===== src/design/crank_tracker_pkg.sv =====
// shared constants and types for the crank angle tracker
package crank_tracker_pkg;
  // clock and watchdog timing
  localparam int unsigned CLOCK_HZ          = 25_000_000;
  localparam int unsigned WATCHDOG_LIMIT_MS = 250;
  localparam int unsigned WATCHDOG_CYCLES   = (CLOCK_HZ / 1000) * WATCHDOG_LIMIT_MS;
  // angle extrapolation exponent (ticks per tooth = 2**exp)
  localparam int unsigned EXTRAPOLATION_EXP = 7;
  // register byte offsets
  localparam logic [7:0] CONTROL_OFFSET     = 8'h00;
  localparam logic [7:0] WHEEL_OFFSET       = 8'h04;
  localparam logic [7:0] STALL_OFFSET       = 8'h08;
  localparam logic [7:0] SKIP_OFFSET        = 8'h0C;
  localparam logic [7:0] SUM_LENGTH_OFFSET  = 8'h10;
  localparam logic [7:0] SIM_INTERVAL_OFFSET = 8'h14;
  localparam logic [7:0] SIM_WIDTH_OFFSET   = 8'h18;
  localparam logic [7:0] FLAG_CLEAR_OFFSET  = 8'h1C;
  localparam logic [7:0] STATUS_OFFSET      = 8'h20;
  localparam logic [7:0] PERIOD_OFFSET      = 8'h24;
  localparam logic [7:0] SUM_OFFSET         = 8'h28;
  localparam logic [7:0] POSITION_OFFSET    = 8'h2C;
  // control bit positions
  localparam int unsigned CTRL_PERMIT_BIT   = 0;
  localparam int unsigned CTRL_SIM_BIT      = 1;
  localparam int unsigned CTRL_FOUR_BIT     = 2;
  localparam int unsigned CTRL_CAMLESS_BIT  = 3;
  localparam int unsigned CTRL_CAM_EDGE_BIT = 4;
  localparam int unsigned CTRL_ALIVE_BIT    = 5;
  // fault flag positions
  localparam int unsigned FAULT_EARLY_GAP   = 0;
  localparam int unsigned FAULT_MISSED_GAP  = 1;
  localparam int unsigned FAULT_NO_CAM      = 2;
  // reset values
  localparam logic [15:0] WHEEL_TOTAL_RESET = 16'h003C;
  localparam logic [15:0] GAP_TOTAL_RESET   = 16'h0002;
  localparam logic [31:0] STALL_RESET       = 32'h0001_0000;
  localparam logic [15:0] SKIP_RESET        = 16'h0002;
  localparam logic [15:0] SUM_LENGTH_RESET  = 16'h0001;
  localparam logic [31:0] SIM_INTERVAL_RESET = 32'h0000_0000;
  localparam logic [31:0] SIM_WIDTH_RESET   = 32'h0000_0010;

  typedef struct packed {
    logic alive_toggle;
    logic cam_edge_mode;
    logic camless_start_permit;
    logic four_stroke;
    logic simulation_select;
    logic tracking_permit;
  } control_type;

  typedef enum logic [1:0] {
    TRACK_OFF    = 2'b00,
    TRACK_SKIP   = 2'b01,
    TRACK_SEARCH = 2'b11,
    TRACK_LOCKED = 2'b10
  } track_state_type;
endpackage


===== src/design/crank_angle_tracker.sv =====
// crank angle tracker: tooth timing, sync, angle interpolation, simulator, apb registers
// How it works
// - ticks advance at rate from last interval
// - early tooth makes ticks catch up fast
// - ticks freeze at next tooth's expected value
// - crank tooth taken on rising edge
// - cam used by edge or by level
// - simulation replaces inputs, drives waveforms out
// - count to teeth total, doubled four-stroke
// - interval over limit gives stall, zero
// - skip initial teeth before feature search
// - sum intervals over length, zero stalled
// - camless start: cam picks zero or mid
// - cam required: four-stroke start only with cam seen at tooth (level or edge)
// - track only permitted, patterned, above stall
// - simulated teeth spaced by nonzero interval
// - simulated tooth high for programmed width
// - stopped host toggling shuts tracking down
// - one-cycle strobe per crank tooth, none once host toggling stops
// - unsynchronised shown whenever not tracking
// - sticky fault flags cleared by host
// - period normalised, zero while stalled
// - tooth index over cycle, evenly numbered
// - ticks per tooth 2**exp, wrap at zero
// - sync loss clears index and ticks
`timescale 1ns/100ps
`default_nettype none
module crank_angle_tracker
#(
  parameter int unsigned WATCHDOG_CYCLES = crank_tracker_pkg::WATCHDOG_CYCLES,
  parameter int unsigned EXTRAPOLATION_EXP = crank_tracker_pkg::EXTRAPOLATION_EXP
)
(
  // clock and reset
  input  wire logic        clk_i,
  input  wire logic        rst_b_i,
  // apb slave
  input  wire logic        psel_i,
  input  wire logic        penable_i,
  input  wire logic        pwrite_i,
  input  wire logic [7:0]  paddr_i,
  input  wire logic [31:0] pwdata_i,
  output logic [31:0]      prdata_o,
  output logic             pready_o,
  output logic             pslverr_o,
  // sensor pins
  input  wire logic        crank_pulse_in_i,
  input  wire logic        cam_pulse_in_i,
  // engine synchronous outputs
  output logic             simulated_crank_out_o,
  output logic             simulated_cam_out_o,
  output logic             tooth_strobe_o,
  output logic             stall_indication_o,
  output logic             unsynchronised_indication_o,
  output logic [15:0]      tooth_index_o,
  output logic [15:0]      angle_tick_counter_o
);
  localparam logic [15:0] STEP = 16'(1 << EXTRAPOLATION_EXP);

  function automatic logic [15:0] rev_pos(input logic [15:0] idx, input logic [15:0] teeth);
    rev_pos = (idx >= teeth) ? idx - teeth : idx;
  endfunction

  // registers
  crank_tracker_pkg::control_type control;
  logic [15:0] wheel_tooth_total;
  logic [15:0] gap_tooth_total;
  logic [31:0] stall_interval_limit;
  logic [15:0] initial_tooth_skip;
  logic [15:0] interval_sum_length;
  logic [31:0] simulated_tooth_interval;
  logic [31:0] simulated_tooth_width;
  logic [2:0]  fault_flag;
  logic [2:0]  fault_flag_clear;

  // apb decode
  wire wr_en = psel_i & penable_i & pwrite_i;
  wire setup = psel_i & ~penable_i;
  wire mapped = (paddr_i[1:0] == 2'b00) && (paddr_i <= crank_tracker_pkg::POSITION_OFFSET);

  // pin synchronisers, change accepted when stages two and three agree
  logic [2:0] crank_sync;
  logic [2:0] cam_sync;
  logic       crank_clean;
  logic       cam_clean;
  always_ff @(posedge clk_i)
  begin
    if (!rst_b_i)
    begin
      crank_sync  <= 3'b000;
      cam_sync    <= 3'b000;
      crank_clean <= 1'b0;
      cam_clean   <= 1'b0;
    end
    else
    begin
      crank_sync <= {crank_sync[1:0], crank_pulse_in_i};
      cam_sync   <= {cam_sync[1:0], cam_pulse_in_i};
      if (crank_sync[1] == crank_sync[2]) crank_clean <= crank_sync[2];
      if (cam_sync[1] == cam_sync[2]) cam_clean <= cam_sync[2];
    end
  end

  // simulator
  logic [31:0] sim_count;
  logic [15:0] sim_tooth;
  logic        sim_crank;
  logic        sim_cam;
  wire         sim_run = control.simulation_select && (simulated_tooth_interval != 32'h0000_0000);
  wire [15:0]  sim_cycle = control.four_stroke ? 16'(wheel_tooth_total << 1) : wheel_tooth_total;
  wire         sim_in_gap = rev_pos(sim_tooth, wheel_tooth_total) >= wheel_tooth_total - gap_tooth_total;
  wire         sim_wrap = sim_count >= simulated_tooth_interval - 32'h0000_0001;

  // source selection
  wire crank_src = control.simulation_select ? sim_crank : crank_clean;
  wire cam_src   = control.simulation_select ? sim_cam : cam_clean;

  // tooth edge
  logic crank_prev;
  logic cam_prev;
  logic cam_latch;
  wire  tooth = crank_src & ~crank_prev;
  wire  cam_rise = cam_src & ~cam_prev;
  wire  cam_at_tooth = control.cam_edge_mode ? (cam_latch | cam_rise) : cam_src;

  // interval timing
  logic [31:0] interval_count;
  logic [31:0] last_interval;
  logic        stall;
  logic        last_gap;
  wire  [32:0] gap_threshold = {1'b0, last_interval} + {2'b00, last_interval[31:1]};
  // two gaps never follow each other, so a short first interval cannot make every later tooth a gap
  wire         gap_seen = (gap_tooth_total != 16'h0000) && ({1'b0, interval_count} > gap_threshold)
                          && (last_interval != 32'h0000_0000) && !last_gap;
  wire  [31:0] period_norm = gap_seen ? last_interval : interval_count;

  // watchdog
  logic        alive_prev;
  logic [31:0] watchdog_count;
  logic        host_ok;

  // tracking
  crank_tracker_pkg::track_state_type state;
  crank_tracker_pkg::track_state_type next_state;
  logic [15:0] skip_count;
  logic [15:0] tooth_index;
  logic [15:0] angle_tick;
  logic        catch_up;
  logic [31:0] rate_count;
  logic [31:0] summed_tooth_interval;
  logic [31:0] sum_acc;
  logic [15:0] sum_count;
  logic [31:0] period_out;
  logic        no_cam_pending;

  wire        run_ok = control.tracking_permit & ~stall & host_ok;
  wire [15:0] cycle_total = control.four_stroke ? 16'(wheel_tooth_total << 1) : wheel_tooth_total;
  wire [15:0] gap_advance = gap_seen ? gap_tooth_total : 16'h0000;
  wire [16:0] index_sum = {1'b0, tooth_index} + 17'h0_0001 + {1'b0, gap_advance};
  wire        index_wrap = index_sum >= {1'b0, cycle_total};
  wire [15:0] next_index = index_wrap ? 16'(index_sum - {1'b0, cycle_total}) : index_sum[15:0];
  wire [15:0] next_rev = rev_pos(next_index, wheel_tooth_total);
  wire        gap_due = (next_rev == 16'h0000);
  wire        early_gap = gap_seen && !gap_due; // gap before index reached it
  wire        missed_gap = !gap_seen && (gap_tooth_total != 16'h0000)
                           && (rev_pos(tooth_index, wheel_tooth_total) == wheel_tooth_total - gap_tooth_total - 16'h0001);
  wire        resync_blocked = fault_flag[crank_tracker_pkg::FAULT_EARLY_GAP]
                               | fault_flag[crank_tracker_pkg::FAULT_MISSED_GAP];
  wire        start_zero = !control.four_stroke || cam_at_tooth;
  wire        start_mid = control.four_stroke && !cam_at_tooth && control.camless_start_permit;
  wire        lock_now = (state == crank_tracker_pkg::TRACK_SEARCH) && tooth && gap_seen
                         && !resync_blocked && (start_zero || start_mid);
  wire        lose_now = (state == crank_tracker_pkg::TRACK_LOCKED) && tooth && (early_gap || missed_gap);
  wire [15:0] lock_index = start_zero ? 16'h0000 : wheel_tooth_total;
  wire [15:0] tick_base = 16'(tooth_index << EXTRAPOLATION_EXP);
  wire [15:0] lock_base = 16'(lock_index << EXTRAPOLATION_EXP);
  wire [15:0] new_base = 16'(next_index << EXTRAPOLATION_EXP);
  wire [16:0] tick_limit = {1'b0, tick_base} + {1'b0, STEP};
  wire [31:0] step_len_raw = last_interval >> EXTRAPOLATION_EXP;
  wire [31:0] step_len = (step_len_raw == 32'h0000_0000) ? 32'h0000_0001 : step_len_raw;
  wire        rate_tick = rate_count >= step_len - 32'h0000_0001;
  wire        sum_done = (sum_count + 16'h0001) >= interval_sum_length;
  wire [2:0]  fault_set = {lose_now ? 1'b0 : (tooth && gap_seen && control.four_stroke && !cam_at_tooth
                                             && no_cam_pending && state == crank_tracker_pkg::TRACK_LOCKED),
                           lose_now && missed_gap, lose_now && early_gap};

  always_comb
  begin
    next_state = state;
    case (state)
      crank_tracker_pkg::TRACK_OFF:
        if (run_ok) next_state = crank_tracker_pkg::TRACK_SKIP;
      crank_tracker_pkg::TRACK_SKIP:
        if (tooth && (skip_count + 16'h0001 >= initial_tooth_skip)) next_state = crank_tracker_pkg::TRACK_SEARCH;
      crank_tracker_pkg::TRACK_SEARCH:
        if (lock_now) next_state = crank_tracker_pkg::TRACK_LOCKED;
      crank_tracker_pkg::TRACK_LOCKED:
        if (lose_now) next_state = crank_tracker_pkg::TRACK_SEARCH;
      default:
        next_state = crank_tracker_pkg::TRACK_OFF;
    endcase
    if (!run_ok) next_state = crank_tracker_pkg::TRACK_OFF;
  end

  // timing, simulator, watchdog
  always_ff @(posedge clk_i)
  begin
    if (!rst_b_i)
    begin
      sim_count      <= 32'h0000_0000;
      sim_tooth      <= 16'h0000;
      sim_crank      <= 1'b0;
      sim_cam        <= 1'b0;
      crank_prev     <= 1'b0;
      cam_prev       <= 1'b0;
      cam_latch      <= 1'b0;
      interval_count <= 32'h0000_0000;
      last_interval  <= 32'h0000_0000;
      stall          <= 1'b1;
      last_gap       <= 1'b0;
      alive_prev     <= 1'b0;
      watchdog_count <= 32'h0000_0000;
      host_ok        <= 1'b1;
    end
    else
    begin
      if (sim_run)
      begin
        sim_count <= sim_wrap ? 32'h0000_0000 : sim_count + 32'h0000_0001;
        if (sim_wrap) sim_tooth <= (sim_tooth + 16'h0001 >= sim_cycle) ? 16'h0000 : sim_tooth + 16'h0001;
        sim_crank <= (sim_count < simulated_tooth_width) && !sim_in_gap;
        sim_cam   <= control.four_stroke && (sim_tooth >= wheel_tooth_total);
      end
      else
      begin
        sim_count <= 32'h0000_0000;
        sim_tooth <= 16'h0000;
        sim_crank <= 1'b0;
        sim_cam   <= 1'b0;
      end
      crank_prev <= crank_src;
      cam_prev   <= cam_src;
      cam_latch  <= tooth ? 1'b0 : (cam_latch | cam_rise);
      if (tooth)
      begin
        interval_count <= 32'h0000_0001; // the tooth cycle itself counts, so a spacing of n ticks reads n
        last_interval  <= period_norm;
        last_gap       <= gap_seen;
        stall          <= period_norm > stall_interval_limit;
      end
      else
      begin
        if (interval_count != 32'hFFFF_FFFF) interval_count <= interval_count + 32'h0000_0001;
        if (interval_count > stall_interval_limit) stall <= 1'b1;
      end
      alive_prev <= control.alive_toggle;
      if (control.alive_toggle != alive_prev)
        watchdog_count <= 32'h0000_0000;
      else if (watchdog_count < WATCHDOG_CYCLES)
        watchdog_count <= watchdog_count + 32'h0000_0001;
      host_ok <= watchdog_count < WATCHDOG_CYCLES;
    end
  end

  // sync, index and angle
  always_ff @(posedge clk_i)
  begin
    if (!rst_b_i)
    begin
      state          <= crank_tracker_pkg::TRACK_OFF;
      skip_count     <= 16'h0000;
      tooth_index    <= 16'h0000;
      angle_tick     <= 16'h0000;
      catch_up       <= 1'b0;
      rate_count     <= 32'h0000_0000;
      no_cam_pending <= 1'b0;
    end
    else
    begin
      state <= next_state;
      if (state == crank_tracker_pkg::TRACK_OFF) skip_count <= 16'h0000;
      else if (tooth && skip_count != 16'hFFFF) skip_count <= skip_count + 16'h0001;
      rate_count <= (tooth || rate_tick) ? 32'h0000_0000 : rate_count + 32'h0000_0001;
      if (next_state != crank_tracker_pkg::TRACK_LOCKED)
      begin
        tooth_index    <= 16'h0000;
        angle_tick     <= 16'h0000;
        catch_up       <= 1'b0;
        no_cam_pending <= 1'b0;
      end
      else if (lock_now)
      begin
        tooth_index <= lock_index;
        angle_tick  <= lock_base;
        catch_up    <= 1'b0;
      end
      else if (tooth)
      begin
        tooth_index <= next_index;
        if (gap_seen) no_cam_pending <= control.four_stroke && !cam_at_tooth && !no_cam_pending;
        if (next_index == 16'h0000)
        begin
          angle_tick <= 16'h0000;
          catch_up   <= 1'b0;
        end
        else
          catch_up <= angle_tick < new_base;
      end
      else if (catch_up)
      begin
        angle_tick <= angle_tick + 16'h0001;
        if (angle_tick + 16'h0001 >= tick_base) catch_up <= 1'b0;
      end
      else if (rate_tick && ({1'b0, angle_tick} < tick_limit))
        angle_tick <= angle_tick + 16'h0001;
    end
  end

  // period, sum, flags, outputs
  always_ff @(posedge clk_i)
  begin
    if (!rst_b_i)
    begin
      sum_acc                     <= 32'h0000_0000;
      sum_count                   <= 16'h0000;
      summed_tooth_interval       <= 32'h0000_0000;
      period_out                  <= 32'h0000_0000;
      fault_flag                  <= 3'b000;
      tooth_strobe_o              <= 1'b0;
      stall_indication_o          <= 1'b1;
      unsynchronised_indication_o <= 1'b1;
      tooth_index_o               <= 16'h0000;
      angle_tick_counter_o        <= 16'h0000;
      simulated_crank_out_o       <= 1'b0;
      simulated_cam_out_o         <= 1'b0;
    end
    else
    begin
      if (stall)
      begin
        sum_acc               <= 32'h0000_0000;
        sum_count             <= 16'h0000;
        summed_tooth_interval <= 32'h0000_0000;
        period_out            <= 32'h0000_0000;
      end
      else if (tooth)
      begin
        period_out <= period_norm;
        sum_acc    <= sum_done ? 32'h0000_0000 : sum_acc + period_norm;
        sum_count  <= sum_done ? 16'h0000 : sum_count + 16'h0001;
        if (sum_done) summed_tooth_interval <= sum_acc + period_norm;
      end
      fault_flag                  <= fault_set | (fault_flag & ~fault_flag_clear);
      tooth_strobe_o              <= tooth & host_ok;
      stall_indication_o          <= stall;
      unsynchronised_indication_o <= next_state != crank_tracker_pkg::TRACK_LOCKED;
      tooth_index_o               <= (next_state == crank_tracker_pkg::TRACK_LOCKED) ? tooth_index : 16'h0000;
      angle_tick_counter_o        <= (next_state == crank_tracker_pkg::TRACK_LOCKED) ? angle_tick : 16'h0000;
      simulated_crank_out_o       <= sim_crank & host_ok;
      simulated_cam_out_o         <= sim_cam & host_ok;
    end
  end

  // register writes and read data
  wire [31:0] read_mux =
    (paddr_i == crank_tracker_pkg::CONTROL_OFFSET)      ? {26'h000_0000, control} :
    (paddr_i == crank_tracker_pkg::WHEEL_OFFSET)        ? {gap_tooth_total, wheel_tooth_total} :
    (paddr_i == crank_tracker_pkg::STALL_OFFSET)        ? stall_interval_limit :
    (paddr_i == crank_tracker_pkg::SKIP_OFFSET)         ? {16'h0000, initial_tooth_skip} :
    (paddr_i == crank_tracker_pkg::SUM_LENGTH_OFFSET)   ? {16'h0000, interval_sum_length} :
    (paddr_i == crank_tracker_pkg::SIM_INTERVAL_OFFSET) ? simulated_tooth_interval :
    (paddr_i == crank_tracker_pkg::SIM_WIDTH_OFFSET)    ? simulated_tooth_width :
    (paddr_i == crank_tracker_pkg::STATUS_OFFSET)       ? {25'h000_0000, state, fault_flag,
                                                           unsynchronised_indication_o, stall_indication_o} :
    (paddr_i == crank_tracker_pkg::PERIOD_OFFSET)       ? period_out :
    (paddr_i == crank_tracker_pkg::SUM_OFFSET)          ? summed_tooth_interval :
    (paddr_i == crank_tracker_pkg::POSITION_OFFSET)     ? {tooth_index_o, angle_tick_counter_o} :
                                                           32'h0000_0000;

  always_ff @(posedge clk_i)
  begin
    if (!rst_b_i)
    begin
      control                  <= '0;
      wheel_tooth_total        <= crank_tracker_pkg::WHEEL_TOTAL_RESET;
      gap_tooth_total          <= crank_tracker_pkg::GAP_TOTAL_RESET;
      stall_interval_limit     <= crank_tracker_pkg::STALL_RESET;
      initial_tooth_skip       <= crank_tracker_pkg::SKIP_RESET;
      interval_sum_length      <= crank_tracker_pkg::SUM_LENGTH_RESET;
      simulated_tooth_interval <= crank_tracker_pkg::SIM_INTERVAL_RESET;
      simulated_tooth_width    <= crank_tracker_pkg::SIM_WIDTH_RESET;
      fault_flag_clear         <= 3'b000;
      prdata_o                 <= 32'h0000_0000;
      pready_o                 <= 1'b0;
      pslverr_o                <= 1'b0;
    end
    else
    begin
      pready_o         <= 1'b1;
      fault_flag_clear <= 3'b000;
      if (setup)
      begin
        prdata_o  <= pwrite_i ? 32'h0000_0000 : read_mux;
        pslverr_o <= !mapped;
      end
      if (wr_en && mapped)
      begin
        case (paddr_i)
          crank_tracker_pkg::CONTROL_OFFSET:      control <= pwdata_i[5:0];
          crank_tracker_pkg::WHEEL_OFFSET:
          begin
            wheel_tooth_total <= pwdata_i[15:0];
            gap_tooth_total   <= pwdata_i[31:16];
          end
          crank_tracker_pkg::STALL_OFFSET:        stall_interval_limit <= pwdata_i;
          crank_tracker_pkg::SKIP_OFFSET:         initial_tooth_skip <= pwdata_i[15:0];
          crank_tracker_pkg::SUM_LENGTH_OFFSET:   interval_sum_length <= pwdata_i[15:0];
          crank_tracker_pkg::SIM_INTERVAL_OFFSET: simulated_tooth_interval <= pwdata_i;
          crank_tracker_pkg::SIM_WIDTH_OFFSET:    simulated_tooth_width <= pwdata_i;
          crank_tracker_pkg::FLAG_CLEAR_OFFSET:   fault_flag_clear <= pwdata_i[2:0];
          default:                                fault_flag_clear <= 3'b000;
        endcase
      end
    end
  end
endmodule
`default_nettype wire


===== config.mk =====
export PLATFORM = sky130hd
export DESIGN_NAME = crank_angle_tracker
export DESIGN_NICKNAME = d
export VERILOG_FILES = /design/src/design/crank_tracker_pkg.sv /design/src/design/crank_angle_tracker.sv
export SDC_FILE = /design/constraint.sdc
export NUM_CORES = 2
export LEC_CHECK = 0
export ABC_AREA = 1
export ABC_CLOCK_PERIOD_IN_PS = 11400
export BUFFER_PORTS_ARGS = -buffer_cell sky130_fd_sc_hd__buf_2
export CAP_MARGIN = 20
export CORE_MARGIN = 4
export CORE_UTILIZATION = 50
export CTS_CLUSTER_DIAMETER = 100
export DETAILED_ROUTE_END_ITERATION = 10
export PLACE_DENSITY = 0.78
export RECOVER_POWER = 25
export SLEW_MARGIN = 20
export SYNTH_ARGS = -nofsm -noshare
export SYNTH_HDL_FRONTEND = slang
export SYNTH_SLANG_ARGS = --single-unit

===== constraint.sdc =====
create_clock -name clk_i -period 11.4 [get_ports clk_i]
set_clock_uncertainty 0.1 [all_clocks]
set_input_delay 0.57 -clock clk_i [delete_from_list [all_inputs] [get_ports clk_i]]
set_output_delay 0.57 -clock clk_i [all_outputs]
set_load 0.05 [all_outputs]

==> metrics.csv <==
stage,metric,value,unit
sta,FMAX,0.0967,GHz
routing,routed len/inst,21.8,µm
sta,unrepaired setup endpoints after global routing,false,
final_layout,fillers,8205,
worst_setup_path,crit-path most repeated cell,nand2_1,
synth,"count leader, synth",nand2_1,
sta,final hold vios,0,
worst_setup_path,CP peak stage delay,0.41,ns
worst_setup_path,Reg2Reg Depth,59,
worst_setup_path,worst r2r src,last_interval[2],
pwr,power per cell area,98.8,nW/µm²
final_layout,non-filler instance count after layout,7388,
synth,post-synthesis sequential area ratio,28.0,%
pwr,Pwr Total,4.63,mW
worst_setup_path,Reg2Reg Setup Slack,1.06,ns
routing,DR vias,43900,
worst_setup_path,CP startpoint kind,flip-flop,
place,Final GP Congestion,1.07,
synth,Synth Flop Type,dfxtp_1,
sta,# setup viols final,0,
worst_setup_path,crit path max-delay cell type,fa_1,
clocking,CTS sink cnt,600,
run_status,status,"finished, violations left",
hold_path,Hold Path Sink,pslverr_o,
synth,Post-Syn Area,42900,µm²
synth,Synth cell types,71,
routing,Post-Route WL,161000,µm
sta,Fin Setup TNS,0,ns
grt,vias in the first global route,40000,
synth,Synth top area share,28.0,%
floorplanning,Die Wd,301,µm
sta,Final Cycle Share,90.7,%
hold_path,Worst Hold Launch,paddr_i[4],
clocking,Clk Tree Root Cell,clkbuf_16,
grt,Total GRT Usage,34.2,%
worst_setup_path,"CP delay by family, top",simple AND/OR/NAND/NOR gates,
grt,pin count of the biggest net entering global routing,98,
routing,first-pass iteration count of the detailed router,6,
floorplanning,chip height,301,µm
synth,syn_nets,6665,
run_status,violated checks,"max-capacitance violations, max-slew violations",
place,Port Buf Inserts,117,
pwr,Leak,20.5,nW
flow_run,max-cap violations,5,
floorplanning,Die Area,90500,µm²
synth,Synth async-reset ratio,0,%
synth,Area contributors post-synth,"dfxtp_1 28%, ha_1 14%, nand2_1 10%",
synth,"area leader, netlist",dfxtp_1,
synth,Synthesis Warnings,0,
grt,initial antenna violation count,7,
final_layout,multi-input logic area,27100,µm²
routing,post-route DRC violation count,0,
final_layout,layout cells sized above 1,5.67,%
worst_setup_path,sum of buffers and inverters on the critical path,5,
synth,Syn Inst Count,6131,
sta,Worst slew margin,-163,%
clocking,Post-CTS Setup Bufs,0,
clocking,H-tree Lvls,3,
routing,vias per cell,5.94,
final_layout,FF+latch area,12000,µm²
floorplanning,I/O pins,118,
synth,"FF+latch count, synth",600,
floorplanning,initial core utilization,50.4,%
synth,Avg Inst Size Synth,6.99,µm²
clocking,TritonCTS clock tree,built,
routing,DR iter-0 viols,5228,
place,Detail Placement HPWL,127000,µm
grt,first-pass GRT wire length,238000,µm
worst_setup_path,worst-path fanout max,35,
worst_setup_path,CP required,11.87,ns
worst_setup_path,crit path capture type,flip-flop,
routing,Final ANT Viol Nets,0,
clocking,Clock Latency Late Sink,0.69,ns
worst_setup_path,reg-to-reg endpoint,angle_tick[4],
worst_setup_path,CP arrival,10.81,ns
hold_path,worst hold stages,3,
clocking,worst-case clock buffer depth,3,
pwr,Max VDD drop,0.000190,V
synth,"EDFF count, synth",0,
sta,Tmin final,10.34,ns
synth,Commonest cells post-synth,"1166 x nand2_1, 776 x inv_1, 609 x a21oi_1",
hold_path,Hold Crit Class,input pin to flip-flop,
final_layout,layout net count,6719,
floorplanning,core area,85100,µm²
place,Cells after DPL,7254,
clocking,Num CTS Buffers,70,
sta,Worst Max-Slew Pin Slew,3.95,ns
grt,total global routing overflow,0,
clocking,"Clk pin slew, worst setup/hold paths",0.06,ns
worst_setup_path,CP Class,flip-flop to flip-flop,
floorplanning,num rows,107,
sta,"Slew Viols, Final",294,
final_layout,area grow syn2layout,9.25,%
-- report_power, final --
| group | internal, mW | switching, mW | leakage [nW] |
|---|---|---|---|
| sequential | 2.10 | 0.00307 | 4.83 |
| combinational | 0.0301 | 0.0974 | 14.5 |
| clock | 1.38 | 1.02 | 1.18 |
| total | 3.51 | 1.12 | 20.5 |
-- repair_timing --
| action | CTS | global route |
|---|---|---|
| setup endpoints to repair | 0 | 70 |
| hold endpoints to repair | 2 | 0 |
| hold buffers | 2 | 0 |
| gates resized for setup | 0 | 11 |
-- worst max path at each step --
stage,start,end,cells after the start
final,last_interval[2],angle_tick[4],59
after global routing,last_interval[2],angle_tick[4],59
after CTS,last_interval[2],angle_tick[4],63
after detailed placement,last_interval[2],angle_tick[3],61
after global placement,last_interval[2],angle_tick[15],64
after floorplan,last_interval[2],tooth_index_o[1],65
-- per-stage QoR --
stage / setup WS [ns] / instance area, µm² / utilization, % / hold slack (ns)
3_3_place_gp: 0.704 / 44400 / 52.2 / 0.309
2_1_floorplan: 2.22 / 42900 / - / 0.290
3_5_place_dp: 0.521 / 44400 / 52.2 / 0.308
4_1_cts: 0.458 / 46900 / 55.1 / 0.0302
5_1_grt: 0.0162 / 46800 / 55.0 / 0.126
6_report: 1.06 / 46800 / 55.0 / 0.122
-- worst register-to-register path: cells and delay by family (launching register included) --
kind | cells | cell delay [ns]
buf+inv | 5 | 0.63
xor+xnor | 3 | 0.46
fa+ha+maj | 6 | 2.02
compound gates | 12 | 2.31
flops | 1 | 0.39
simple gates | 33 | 4.35
-- cell families (layout without fill, tap and decap cells) --
kind of cell | count (synthesis) | after routing | share of synthesized area, %
XOR/XNOR | 257 | 257 | 5.35
flip-flops | 600 | 600 | 28.0
buffers and inverters | 969 | 1078 | 8.78
AND/OR/NAND/NOR | 2408 | 2408 | 25.0
adder cells (fa/ha/maj) | 487 | 487 | 14.4
other | 0 | 4 | 0
AO/OA/AOI/OAI | 1410 | 1410 | 18.5
-- layer usage --
layer | routed length (µm) | vias to the layer above | share of wire (%) | GRT usage (%)
li1 | - | 20700 | - | -
met1 | 63700 | 20200 | 40 | 44.4
met2 | 67200 | 2344 | 42 | 51.4
met3 | 18700 | 570 | 12 | 8.60
met4 | 11200 | 8 | 7.0 | 20.1
met5 | 42 | - | 0.026 | 0
-- area by class of cell --
class                           count  share of cell area (%)
Clock buffer                       92                    4.19
Timing Repair Buffer              160                    1.76
Multi-Input combinational cell   4562                    57.9
Tap cell                         1144                    3.06
Antenna cell                        4                  0.0214
Inverter                          791                    6.35
Clock inverter                     35                    1.03
Sequential cell                   600                    25.6
-- state kept, by name, indices dropped and copies added (netlist names), 32 cells and up --
signal,cells
interval_count,32
last_interval,32
period_out,32
prdata_o,32
rate_count,32
sim_count,32
simulated_tooth_interval,32
simulated_tooth_width,32
stall_interval_limit,32
sum_acc,32
summed_tooth_interval,32
watchdog_count,32
-- cells in the final DEF, fill, tap and decap left out, types with 125 or more instances in the layout --
master / n
a21oi_1: 609
dfxtp_1: 600
ha_1: 479
inv_1: 777
nand2_1: 1166
nand3_1: 247
nor2_1: 547
nor3_1: 125
o21ai_0: 453
xor2_1: 179
No activity file was read; power rests on OpenSTA's default activity.
